==> src/hw/adcts_pkg.sv <==
// package: constants and carriers for the converter timing sequencer
package adcts_pkg;
   // control register layout: timing fields in the upper four bits
   localparam int unsigned CTRL_W        = 8;
   localparam int unsigned CTC_LSB       = 4;
   localparam int unsigned STC_LSB       = 6;
   localparam int unsigned RES_W         = 10;
   // conversion clock periods in clock phase units
   localparam logic [7:0]  CC_TCL_00     = 8'h18;
   localparam logic [7:0]  CC_TCL_10     = 8'h60;
   localparam logic [7:0]  CC_TCL_11     = 8'h30;
   // one core clock stands for one clock phase unit
   localparam logic [7:0]  TCL_PER_CLK   = 8'h01;
   localparam logic [3:0]  BIT_STEPS     = 4'ha;
   localparam logic [3:0]  EQ_STEPS      = 4'h4;
   localparam logic [1:0]  SAMPLE_CLKS   = 2'h2;
   localparam logic [3:0]  XFER_TCL      = 4'h4;
   localparam logic [RES_W-1:0] RES_ZERO = 10'h000;
   localparam logic [RES_W-1:0] RES_ONES = 10'h3ff;

   typedef enum logic [2:0] {
      ST_IDLE   = 3'b000,
      ST_SAMPLE = 3'b001,
      ST_BITS   = 3'b010,
      ST_EQUAL  = 3'b011,
      ST_XFER   = 3'b100
   } adcts_state_e;

   // comparator view of the analog input
   typedef struct packed {
      logic             below_gnd;
      logic             above_ref;
      logic [RES_W-1:0] level;
   } adcts_ain_s;

   typedef struct packed {
      logic             valid;
      logic [RES_W-1:0] data;
   } adcts_result_s;
endpackage

==> src/hw/adcts_sequencer.sv <==
// converter timing sequencer: sample, ten bit steps, equalise, result load
`timescale 1ns/100ps
// Notes on behaviour
// - a start first runs a sample phase before any bit decision
// - ten approximation steps follow, one conversion clock period each
// - four equalising periods follow, fourteen conversion periods overall
// - input changes after sampling ends do not affect the result
// - timing fields sit in control bits 7:4, two bits each
// - conversion clock 24, 96, 48 phase units for 00, 10, 11; 01 reserved
// - sample clock is conversion clock times 1, 2, 4 or 8
// - total is fourteen conversion periods, two sample periods, four phase units
// - the result register load ends every conversion within the total
// - below ground gives all zeros, above reference gives all ones
module adcts_sequencer (
   input  wire logic                            core_clk,
   input  wire logic                            rst,
   input  wire logic [adcts_pkg::CTRL_W-1:0]    converter_control_reg,
   input  wire logic                            start,
   input  wire adcts_pkg::adcts_ain_s           ain,
   output logic                                 busy,
   output logic                                 sampling,
   output adcts_pkg::adcts_result_s             result
);
   adcts_pkg::adcts_state_e state, next_state;
   logic [10:0]  cnt, next_cnt;
   logic [3:0]   step, next_step;
   logic [1:0]   cc_sel, next_cc_sel;
   logic [1:0]   sc_sel, next_sc_sel;
   adcts_pkg::adcts_ain_s held, next_held;
   adcts_pkg::adcts_result_s next_result;
   logic [7:0]   cc_period;
   logic [10:0]  sc_period;
   logic [1:0]   conv_clock_select;
   logic [1:0]   sample_clock_select;
   logic         cnt_done;

   // fields taken at start so a rewrite mid-conversion cannot bend timing
   assign conv_clock_select   = converter_control_reg[adcts_pkg::CTC_LSB +: 2];
   assign sample_clock_select = converter_control_reg[adcts_pkg::STC_LSB +: 2];

   always_comb begin
      case (cc_sel)
         2'h0:    cc_period = adcts_pkg::CC_TCL_00;
         2'h2:    cc_period = adcts_pkg::CC_TCL_10;
         2'h3:    cc_period = adcts_pkg::CC_TCL_11;
         // reserved code: fall back to the fastest setting
         default: cc_period = adcts_pkg::CC_TCL_00;
      endcase
   end
   assign sc_period = {3'h0, cc_period} << sc_sel;
   assign cnt_done  = (cnt == 11'h001);

   always_comb begin
      next_state  = state;
      next_cnt    = cnt;
      next_step   = step;
      next_cc_sel = cc_sel;
      next_sc_sel = sc_sel;
      next_held   = held;
      next_result = result;
      next_result.valid = 1'b0;
      case (state)
         adcts_pkg::ST_IDLE: begin
            if (start) begin
               next_cc_sel = conv_clock_select;
               next_sc_sel = sample_clock_select;
               next_state  = adcts_pkg::ST_SAMPLE;
               next_step   = 4'h0;
               next_cnt    = 11'h000;
            end
         end
         adcts_pkg::ST_SAMPLE: begin
            if (cnt == 11'h000) begin
               // two sample clock periods; this count-load cycle is already the
               // first of them, so one less is loaded to keep the total exact
               next_cnt = 11'((sc_period * 11'(adcts_pkg::SAMPLE_CLKS))
                              / 11'(adcts_pkg::TCL_PER_CLK)) - 11'h001;
            end else if (cnt_done) begin
               next_held  = ain;
               next_state = adcts_pkg::ST_BITS;
               next_cnt   = {3'h0, cc_period};
               next_step  = adcts_pkg::BIT_STEPS;
            end else begin
               next_cnt = cnt - 11'h001;
            end
         end
         adcts_pkg::ST_BITS, adcts_pkg::ST_EQUAL: begin
            if (cnt_done) begin
               next_cnt  = {3'h0, cc_period};
               next_step = step - 4'h1;
               if (step == 4'h1) begin
                  if (state == adcts_pkg::ST_BITS) begin
                     next_state = adcts_pkg::ST_EQUAL;
                     next_step  = adcts_pkg::EQ_STEPS;
                  end else begin
                     next_state = adcts_pkg::ST_XFER;
                     next_cnt   = {7'h00, adcts_pkg::XFER_TCL};
                  end
               end
            end else begin
               next_cnt = cnt - 11'h001;
            end
         end
         adcts_pkg::ST_XFER: begin
            if (cnt_done) begin
               next_state        = adcts_pkg::ST_IDLE;
               next_result.valid = 1'b1;
               if (held.below_gnd) begin
                  next_result.data = adcts_pkg::RES_ZERO;
               end else if (held.above_ref) begin
                  next_result.data = adcts_pkg::RES_ONES;
               end else begin
                  next_result.data = held.level;
               end
            end else begin
               next_cnt = cnt - 11'h001;
            end
         end
         default: next_state = adcts_pkg::ST_IDLE;
      endcase
   end

   always_ff @(posedge core_clk or posedge rst) begin
      if (rst) begin
         state  <= adcts_pkg::ST_IDLE;
         cnt    <= 11'h000;
         step   <= 4'h0;
         cc_sel <= 2'h0;
         sc_sel <= 2'h0;
         held   <= '0;
         result <= '0;
      end else begin
         state  <= next_state;
         cnt    <= next_cnt;
         step   <= next_step;
         cc_sel <= next_cc_sel;
         sc_sel <= next_sc_sel;
         held   <= next_held;
         result <= next_result;
      end
   end

   assign busy     = (state != adcts_pkg::ST_IDLE);
   assign sampling = (state == adcts_pkg::ST_SAMPLE);

   // checker counters: whole conversion length and cycles in the current phase
   logic [11:0]  len, next_len;
   logic [11:0]  phase_len, next_phase_len;

   always_comb begin
      next_len       = len + 12'h001;
      next_phase_len = phase_len + 12'h001;
      if (state == adcts_pkg::ST_IDLE) begin
         next_len = 12'h000;
      end
      // a phase change restarts the phase count; idle wrap is harmless
      if (next_state != state) begin
         next_phase_len = 12'h000;
      end
   end

   always_ff @(posedge core_clk or posedge rst) begin
      if (rst) begin
         len       <= 12'h000;
         phase_len <= 12'h000;
      end else begin
         len       <= next_len;
         phase_len <= next_phase_len;
      end
   end

   sample_first_a: assert property (@(posedge core_clk) disable iff (rst)
      (state == adcts_pkg::ST_IDLE && start) |=> state == adcts_pkg::ST_SAMPLE)
      else $error("start did not enter sampling");
   bits_follow_a: assert property (@(posedge core_clk) disable iff (rst)
      $rose(state == adcts_pkg::ST_BITS) |->
      $past(state) == adcts_pkg::ST_SAMPLE && step == adcts_pkg::BIT_STEPS)
      else $error("bit step entered without sampling");
   bit_count_a: assert property (@(posedge core_clk) disable iff (rst)
      (state == adcts_pkg::ST_BITS && next_state == adcts_pkg::ST_EQUAL) |-> step == 4'h1)
      else $error("bit steps not ten");
   equal_count_a: assert property (@(posedge core_clk) disable iff (rst)
      $rose(state == adcts_pkg::ST_EQUAL) |-> step == adcts_pkg::EQ_STEPS)
      else $error("equalising steps not four");
   hold_input_a: assert property (@(posedge core_clk) disable iff (rst)
      (state == adcts_pkg::ST_BITS && $past(state) == adcts_pkg::ST_BITS) |-> $stable(held))
      else $error("held sample changed");
   total_len_a: assert property (@(posedge core_clk) disable iff (rst)
      result.valid |-> len == 12'((adcts_pkg::BIT_STEPS + adcts_pkg::EQ_STEPS) * cc_period
                                  + adcts_pkg::SAMPLE_CLKS * sc_period + adcts_pkg::XFER_TCL))
      else $error("conversion length wrong");
   // per-phase lengths, checked in the last cycle of each phase
   sample_len_a: assert property (@(posedge core_clk) disable iff (rst)
      (state == adcts_pkg::ST_SAMPLE && next_state == adcts_pkg::ST_BITS) |->
      phase_len == 12'(adcts_pkg::SAMPLE_CLKS * sc_period) - 12'h001)
      else $error("sample phase length wrong");
   bit_len_a: assert property (@(posedge core_clk) disable iff (rst)
      (state == adcts_pkg::ST_BITS && next_state == adcts_pkg::ST_EQUAL) |->
      phase_len == 12'(adcts_pkg::BIT_STEPS * cc_period) - 12'h001)
      else $error("bit phase length wrong");
   equal_len_a: assert property (@(posedge core_clk) disable iff (rst)
      (state == adcts_pkg::ST_EQUAL && next_state == adcts_pkg::ST_XFER) |->
      phase_len == 12'(adcts_pkg::EQ_STEPS * cc_period) - 12'h001)
      else $error("equalise phase length wrong");
   xfer_len_a: assert property (@(posedge core_clk) disable iff (rst)
      (state == adcts_pkg::ST_XFER && next_state == adcts_pkg::ST_IDLE) |->
      phase_len == 12'(adcts_pkg::XFER_TCL) - 12'h001)
      else $error("transfer phase length wrong");
   load_last_a: assert property (@(posedge core_clk) disable iff (rst)
      result.valid |-> $past(state) == adcts_pkg::ST_XFER && state == adcts_pkg::ST_IDLE)
      else $error("result loaded out of order");
   clamp_low_a: assert property (@(posedge core_clk) disable iff (rst)
      (result.valid && held.below_gnd) |-> result.data == adcts_pkg::RES_ZERO)
      else $error("underrange not zero");
   clamp_high_a: assert property (@(posedge core_clk) disable iff (rst)
      (result.valid && !held.below_gnd && held.above_ref) |->
      result.data == adcts_pkg::RES_ONES)
      else $error("overrange not all ones");
   busy_ignore_a: assert property (@(posedge core_clk) disable iff (rst)
      (busy && start && state != adcts_pkg::ST_XFER) |=> busy && state != adcts_pkg::ST_IDLE)
      else $error("start accepted while busy");
   fields_kept_a: assert property (@(posedge core_clk) disable iff (rst)
      (busy && start) |=> $stable(cc_sel) && $stable(sc_sel))
      else $error("fields relatched while busy");
   clk_sel_a: assert property (@(posedge core_clk) disable iff (rst)
      (busy && cc_sel == 2'h2) |-> cc_period == adcts_pkg::CC_TCL_10)
      else $error("conversion clock wrong");
   sample_mult_a: assert property (@(posedge core_clk) disable iff (rst)
      (busy && sc_sel == 2'h3) |-> sc_period == 11'({3'h0, cc_period} << 3))
      else $error("sample multiple wrong");
endmodule

==> config.mk <==
export PLATFORM = sky130hd
export DESIGN_NAME = adcts_sequencer
export DESIGN_NICKNAME = d
export VERILOG_FILES = /design/src/hw/adcts_pkg.sv /design/src/hw/adcts_sequencer.sv
export SDC_FILE = /design/constraint.sdc
export NUM_CORES = 1
export LEC_CHECK = 0
export ABC_AREA = 1
export BUFFER_PORTS_ARGS = -buffer_cell sky130_fd_sc_hd__clkbuf_2
export CORE_ASPECT_RATIO = 0.9
export CORE_UTILIZATION = 50
export DETAILED_ROUTE_END_ITERATION = 8
export GPL_ROUTABILITY_DRIVEN = 0
export PLACE_DENSITY = 0.71
export SYNTH_ARGS = -nofsm -noshare
export SYNTH_HDL_FRONTEND = slang
export SYNTH_SLANG_ARGS = --single-unit
==> constraint.sdc <==
create_clock -name core_clk -period 2.5 [get_ports core_clk]
set_clock_uncertainty 0.2 [all_clocks]
set_input_delay 0.75 -clock core_clk [delete_from_list [all_inputs] [get_ports core_clk]]
set_output_delay 0.75 -clock core_clk [all_outputs]
set_load 0.05 [all_outputs]
==> run_results.csv, run 1 <==
group,metric,value,unit
clock_network,cts.repair_timing.setup_buffer_count,0,
sta,setup_violations,0,
global_routing,grt_start_max_net_pins,30,
sta,rsz0062_at_grt,"false",
global_routing,grt_first_pass_wirelength,10100,µm
clock_network,postCtsHoldBufs,0,
synthesis,library_cell_with_the_largest_summed_area_after_synthesis,"sky130_fd_sc_hd__dfrtp_1",
synthesis,syn-cell-area,0.00272,mm²
clock_network,clk_latency,0.30,ns
pwr,share_seq_of_total_power,30.5,%
finish,fin_nets,419,
finish,antenna_cells_inserted,0,
floorplan,dieHeight,72.0,µm
place,placedInstanceArea,0.00297,mm²
status,run_status,"finished clean",
global_routing,grtUsageTotal,22.6,%
critical_path,crit_path_start_kind,"flop",
pwr,power.switching_fraction,47.9,%
clock_network,clk_root_buffer_cell,"sky130_fd_sc_hd__clkbuf_8",
clock_network,cts.htree.levels,2,
pwr,total_switching_power,0.00186,W
critical_path,worst_setup_path_end_kind,"primary output",
route,via_per_inst,5.24,
synthesis,postSynthRegisterBits,45,
finish,final_common_cell,"sky130_fd_sc_hd__nand2_1",
global_routing,number_of_antenna_violations_at_the_first_check_in_global_routing,0,
synthesis,synthDominantCellAreaShare,41.4,%
clock_network,cts_tree,"built",
global_routing,globalRouteOverflowTotal,0,
finish,layout.filler_cells,474,
sta,maxSlewHeadroom,59.5,%
sta,fmax,433,MHz
synthesis,syn_nets,381,
sta,max_slew.worst_pin.slew,0.607,ns
floorplan,design.portCount,36,
critical_path,criticalPathCategory,"flop to primary output",
route,dr.pass1.iters,4,
finish,area.growth.synth_to_final,13.4,%
sta,maxSlewViolCount,0,
min_path,worstHoldPathType,"input pin to async pin",
place,placed_cells,451,
route,route.final.wire_length,5960,µm
floorplan,die_width,79.7,µm
finish,final_core_util,58.7,%
synthesis,netlist_top_cells_area,"sky130_fd_sc_hd__dfrtp_1 41%, sky130_fd_sc_hd__nand2_1 16%, sky130_fd_sc_hd__o21ai_0 5.2%",
route,number_of_drc_violations_after_detailed_routing,0,
pwr,portion_of_total_power_attributed_to_combinational_logic,55.1,%
sta,fin_hold_ws,0.288,ns
synthesis,dominantRegCellSynth,"sky130_fd_sc_hd__dfrtp_1",
pwr,share_clk_of_total_power,14.5,%
clock_network,cts_buffers,5,
route,final_antenna_net_count,0,
finish,layout-drive-gt1-share,20.4,%
route,drt_iter0_markers,220,
synthesis,syn_area_per_cell,7.70,µm²
synthesis,synth_warnings,0,
clock_network,clock_sink_count,45,
route,route.vias.total,2407,
critical_path,r2r.worst_path.cells,9,
critical_path,cp.required,1.55,ns
sta,final_hold_violation_count,0,
global_routing,grt_pass1_vias,2177,
pwr,power_density,1260,mW/mm²
synthesis,ys_async_sr_fraction,100,%
synthesis,synth-edff-count,0,
finish,layout.cell_area.non_filler,0.00308,mm²
floorplan,core_region_area,0.00526,mm²
floorplan,floorplan.die_area,0.00574,mm²
clock_network,clk_pin_slew_worst_paths,0.09,ns
synthesis,synth_cell_type_count,29,
route,routedWlPerCell,13.0,µm
sta,totalNegativeSetupSlack,0,ns
critical_path,critical_path.max_fanout,5,
synthesis,synth_sequential_area_ratio,41.4,%
sta,finalCritPeriodShare,92.3,%
clock_network,post_cts_resize_count,0,
synthesis,synthesis.instances,353,
finish,stdcell_count,459,
critical_path,setup_slack_reg_to_reg,0.38,ns
pwr,power.leakage,1.71,nW
critical_path,critPathArrivalTime,1.36,ns
floorplan,initial_core_utilization,51.7,%
place,dp_hpwl,4440,µm
clock_network,clockBufferDepth,2,
pwr,worst_ir_drop_vdd,0.608,mV
run,cap_violations,0,
place,buffer_ports.inserted,31,
sta,post-route-min-period,2.31,ns
floorplan,placementRows,25,
pwr,internal_power,0.00202,W
finish,layout_common_cells,"115 x sky130_fd_sc_hd__nand2_1, 45 x sky130_fd_sc_hd__dfrtp_1, 31 x sky130_fd_sc_hd__clkbuf_2",
## layout make-up
cell class | instances | area, µm² | share of cell area [%]
Multi-Input combinational cell | 267 | 1420 | 46.2
Sequential cell | 45 | 1130 | 36.5
Timing Repair Buffer | 38 | 208 | 6.73
Inverter | 34 | 130 | 4.22
Tap cell | 67 | 83.8 | 2.72
Clock buffer | 5 | 68.8 | 2.23
Clock inverter | 3 | 43.8 | 1.42
## state kept, by name (all words and copies together), names as in the netlist
signal / cells
cnt: 11
sc_sel: 2
state: 3
held: 12
cc_sel: 2
step: 4
result: 11
## stage by stage
step	total power (W)	setup slack [ns]
after floorplan	0.00282	0.391
after global placement	0.00325	0.436
after detailed placement	0.00331	0.392
after CTS	0.00388	0.203
after global routing	0.00425	0.107
final	0.00388	0.192
## cell families (layout without fill, tap and decap cells)
kind of cell / Yosys count / count (layout) / synth area share, %
multiplexers: 12 / 12 / 5.94
XOR/XNOR: 7 / 7 / 2.25
flip-flops: 45 / 45 / 41.4
adder cells (fa/ha/maj): 5 / 5 / 2.30
AND/OR/NAND/NOR: 189 / 189 / 30.8
buffers and inverters: 41 / 80 / 6.21
AO/OA/AOI/OAI: 54 / 54 / 11.1
## critical path, cell delays in order (launching register included)
cell and delay [ns]:
sky130_fd_sc_hd__dfrtp_1 0.45, sky130_fd_sc_hd__nor2_1 0.26, sky130_fd_sc_hd__nand2_1 0.11, sky130_fd_sc_hd__clkbuf_2 0.25
## power groups by stage
stage	logic [W]	clock network [W]	registers (W)
after CTS	0.00212	0.000576	0.00118
after floorplan	0.00169	0	0.00113
after global routing	0.00243	0.000599	0.00122
after detailed placement	0.00211	0	0.00120
final	0.00214	0.000561	0.00118
after global placement	0.00206	0	0.00119
## Yosys cell counts (2+ instances only)
library cell / count
sky130_fd_sc_hd__inv_1: 29
sky130_fd_sc_hd__ha_1: 5
sky130_fd_sc_hd__inv_2: 4
sky130_fd_sc_hd__o21ai_1: 3
sky130_fd_sc_hd__o21ai_0: 28
sky130_fd_sc_hd__nand4_1: 4
sky130_fd_sc_hd__nand3_1: 22
sky130_fd_sc_hd__mux2_2: 5
sky130_fd_sc_hd__nor2_4: 4
sky130_fd_sc_hd__clkbuf_1: 4
sky130_fd_sc_hd__o211ai_1: 11
sky130_fd_sc_hd__xor2_1: 7
sky130_fd_sc_hd__mux2_4: 7
sky130_fd_sc_hd__nor3_4: 2
sky130_fd_sc_hd__nor2_1: 30
sky130_fd_sc_hd__a21oi_1: 10
sky130_fd_sc_hd__nand2_2: 4
sky130_fd_sc_hd__dfrtp_1: 45
sky130_fd_sc_hd__nor2_2: 5
sky130_fd_sc_hd__nand2_1: 115
## layer usage
| metal | track usage [%] | vias to the layer above | routed length (µm) |
|---|---|---|---|
| li1 | - | 1224 | - |
| met3 | 4.40 | 7 | 331 |
| met4 | 6.15 | 0 | 55 |
| met1 | 32.2 | 1102 | 2920 |
| met2 | 35.5 | 74 | 2660 |
| met5 | 0 | - | 0 |
## path summary, 6_finish.rpt
kind                       startpoint   endpoint
min in group core_clk         held[7]  result[7]
min reg2reg                   held[7]  result[7]
max reg2reg                    cnt[4]    step[2]
min                               rst   held[10]
max                          state[1]       busy
max in group asynchronous         rst   state[0]
Power figures use the tool's default switching activity.
==> inputs of run 2 (changes only) <==
- CELL_PAD_IN_SITES_DETAIL_PLACEMENT: not set -> 1
- CELL_PAD_IN_SITES_GLOBAL_PLACEMENT: not set -> 1
- CORE_UTILIZATION: 50 -> 42
- PLACE_DENSITY: 0.71 -> not set
- PLACE_DENSITY_LB_ADDON: not set -> 0.1
==> run_results.csv, run 2 (synthesis gave the netlist of run 1 again) <==
group,metric,value,unit
clock_network,cts.htree.levels,2,
place,buffer_ports.inserted,31,
route,drt_iter0_markers,65,
critical_path,criticalPathCategory,"flop to primary output",
global_routing,number_of_antenna_violations_at_the_first_check_in_global_routing,0,
sta,max_slew.worst_pin.slew,0.582,ns
clock_network,clk_pin_slew_worst_paths,0.09,ns
min_path,worstHoldPathType,"flop to flop",
clock_network,clk_root_buffer_cell,"sky130_fd_sc_hd__clkbuf_8",
critical_path,critPathArrivalTime,1.43,ns
critical_path,worst_setup_path_end_kind,"primary output",
global_routing,grtUsageTotal,23.2,%
critical_path,crit_path_start_kind,"flop",
floorplan,floorplan.die_area,0.00680,mm²
route,route.vias.total,2414,
place,placedInstanceArea,0.00299,mm²
finish,layout-drive-gt1-share,20.2,%
global_routing,grt_pass1_vias,2436,
clock_network,clock_sink_count,45,
route,via_per_inst,5.05,
place,place_ws,0.274,ns
pwr,power.leakage,1.70,nW
clock_network,cts_tree,"built",
route,routedWlPerCell,14.8,µm
sta,maxSlewHeadroom,61.2,%
sta,finalCritPeriodShare,95.2,%
route,number_of_drc_violations_after_detailed_routing,0,
floorplan,dieHeight,78.3,µm
finish,reg_top3,"held x12, cnt x11, result x11",
finish,layout_common_cells,"115 x sky130_fd_sc_hd__nand2_1, 45 x sky130_fd_sc_hd__dfrtp_1, 31 x sky130_fd_sc_hd__clkbuf_2",
finish,final_common_cell,"sky130_fd_sc_hd__nand2_1",
finish,stdcell_count,478,
sta,final.setup.worst_slack,0.120,ns
clock_network,cts.repair_timing.setup_buffer_count,0,
sta,final_hold_violation_count,0,
run,cap_violations,0,
finish,fin_nets,418,
route,route.final.wire_length,7100,µm
sta,fmax,420,MHz
route,dr.pass1.iters,4,
sta,post-route-min-period,2.38,ns
finish,largest_register_ff_count,12,
clock_network,post_cts_resize_count,0,
floorplan,design.portCount,36,
critical_path,cp.required,1.55,ns
critical_path,critical_path.max_fanout,5,
finish,antenna_cells_inserted,0,
finish,largest_register,"held",
global_routing,grt_start_max_net_pins,46,
floorplan,placementRows,27,
floorplan,core_region_area,0.00618,mm²
place,placed_cells,470,
sta,rsz0062_at_grt,"false",
clock_network,clk_latency,0.31,ns
finish,area.growth.synth_to_final,13.8,%
status,run_status,"finished clean",
clock_network,cts_buffers,5,
pwr,power_density,1270,mW/mm²
floorplan,initial_core_utilization,44.0,%
sta,setup_violations,0,
global_routing,globalRouteOverflowTotal,0,
route,final_antenna_net_count,0,
critical_path,r2r.worst_path.cells,9,
finish,layout.cell_area.non_filler,0.00309,mm²
global_routing,grt_first_pass_wirelength,12000,µm
place,dp_hpwl,5330,µm
sta,maxSlewViolCount,0,
floorplan,die_width,86.8,µm
pwr,worst_ir_drop_vdd,0.561,mV
min_path,hold_depth,2,
clock_network,clockBufferDepth,2,
clock_network,postCtsHoldBufs,0,
sta,totalNegativeSetupSlack,0,ns
sta,fin_hold_ws,0.316,ns
[run 2: cell count changes in the layout (fill, tap and decap cells not counted)]
cell                        change
sky130_fd_sc_hd__bufinv_16      -1
sky130_fd_sc_hd__clkbuf_8       +2
sky130_fd_sc_hd__buf_4          -1
sky130_fd_sc_hd__clkinv_2       -1
[run 2: worst max-delay path: stages, from the launching register on]
cell	delay [ns]
sky130_fd_sc_hd__dfrtp_1	0.46
sky130_fd_sc_hd__nor2_1	0.29
sky130_fd_sc_hd__nand2_1	0.13
sky130_fd_sc_hd__clkbuf_2	0.26
[run 2: path summary, 6_finish.rpt]
check / from / to / slack [ns]
setup / recovery: state[1] / busy / 0.12
hold / removal: result[1] / result[1] / 0.32
setup reg to reg: cnt[1] / result[4] / 0.27
hold reg to reg: result[1] / result[1] / 0.32
max in group asynchronous: rst / sc_sel[1] / 1.33
min in group asynchronous: rst / cnt[9] / 0.35
[run 2: final cells by class]
cell class                 instances  area [µm²]
fill                             812        3090
multi-input combinational        267        1420
sequential                        45        1130
timing repair buffer              37         200
inverter                          34         130
tap                               87         109
clock buffer                       7        96.3
clock inverter                     1        8.76
[run 2: report_power, final]
part | internal, W | switching, W | total (W)
combinational | 0.000751 | 0.00146 | 0.00221
clock | 0.000256 | 0.000265 | 0.000520
sequential | 0.000970 | 0.000226 | 0.00120
[run 2: stage by stage]
step	util, %	power, W
floorplan	-	0.00282
global placement	48.4	0.00333
detailed placement	48.4	0.00342
CTS	50.1	0.00397
global route	50.1	0.00432
finish	50.1	0.00393
[run 2: layer usage]
layer	part of all wire (%)	track usage (%)	vias to the layer above
met1	50	33.1	1150
li1	-	-	1216
met2	46	36.9	41
met5	0	0	-
met3	3.1	3.47	7
met4	0.99	5.50	0
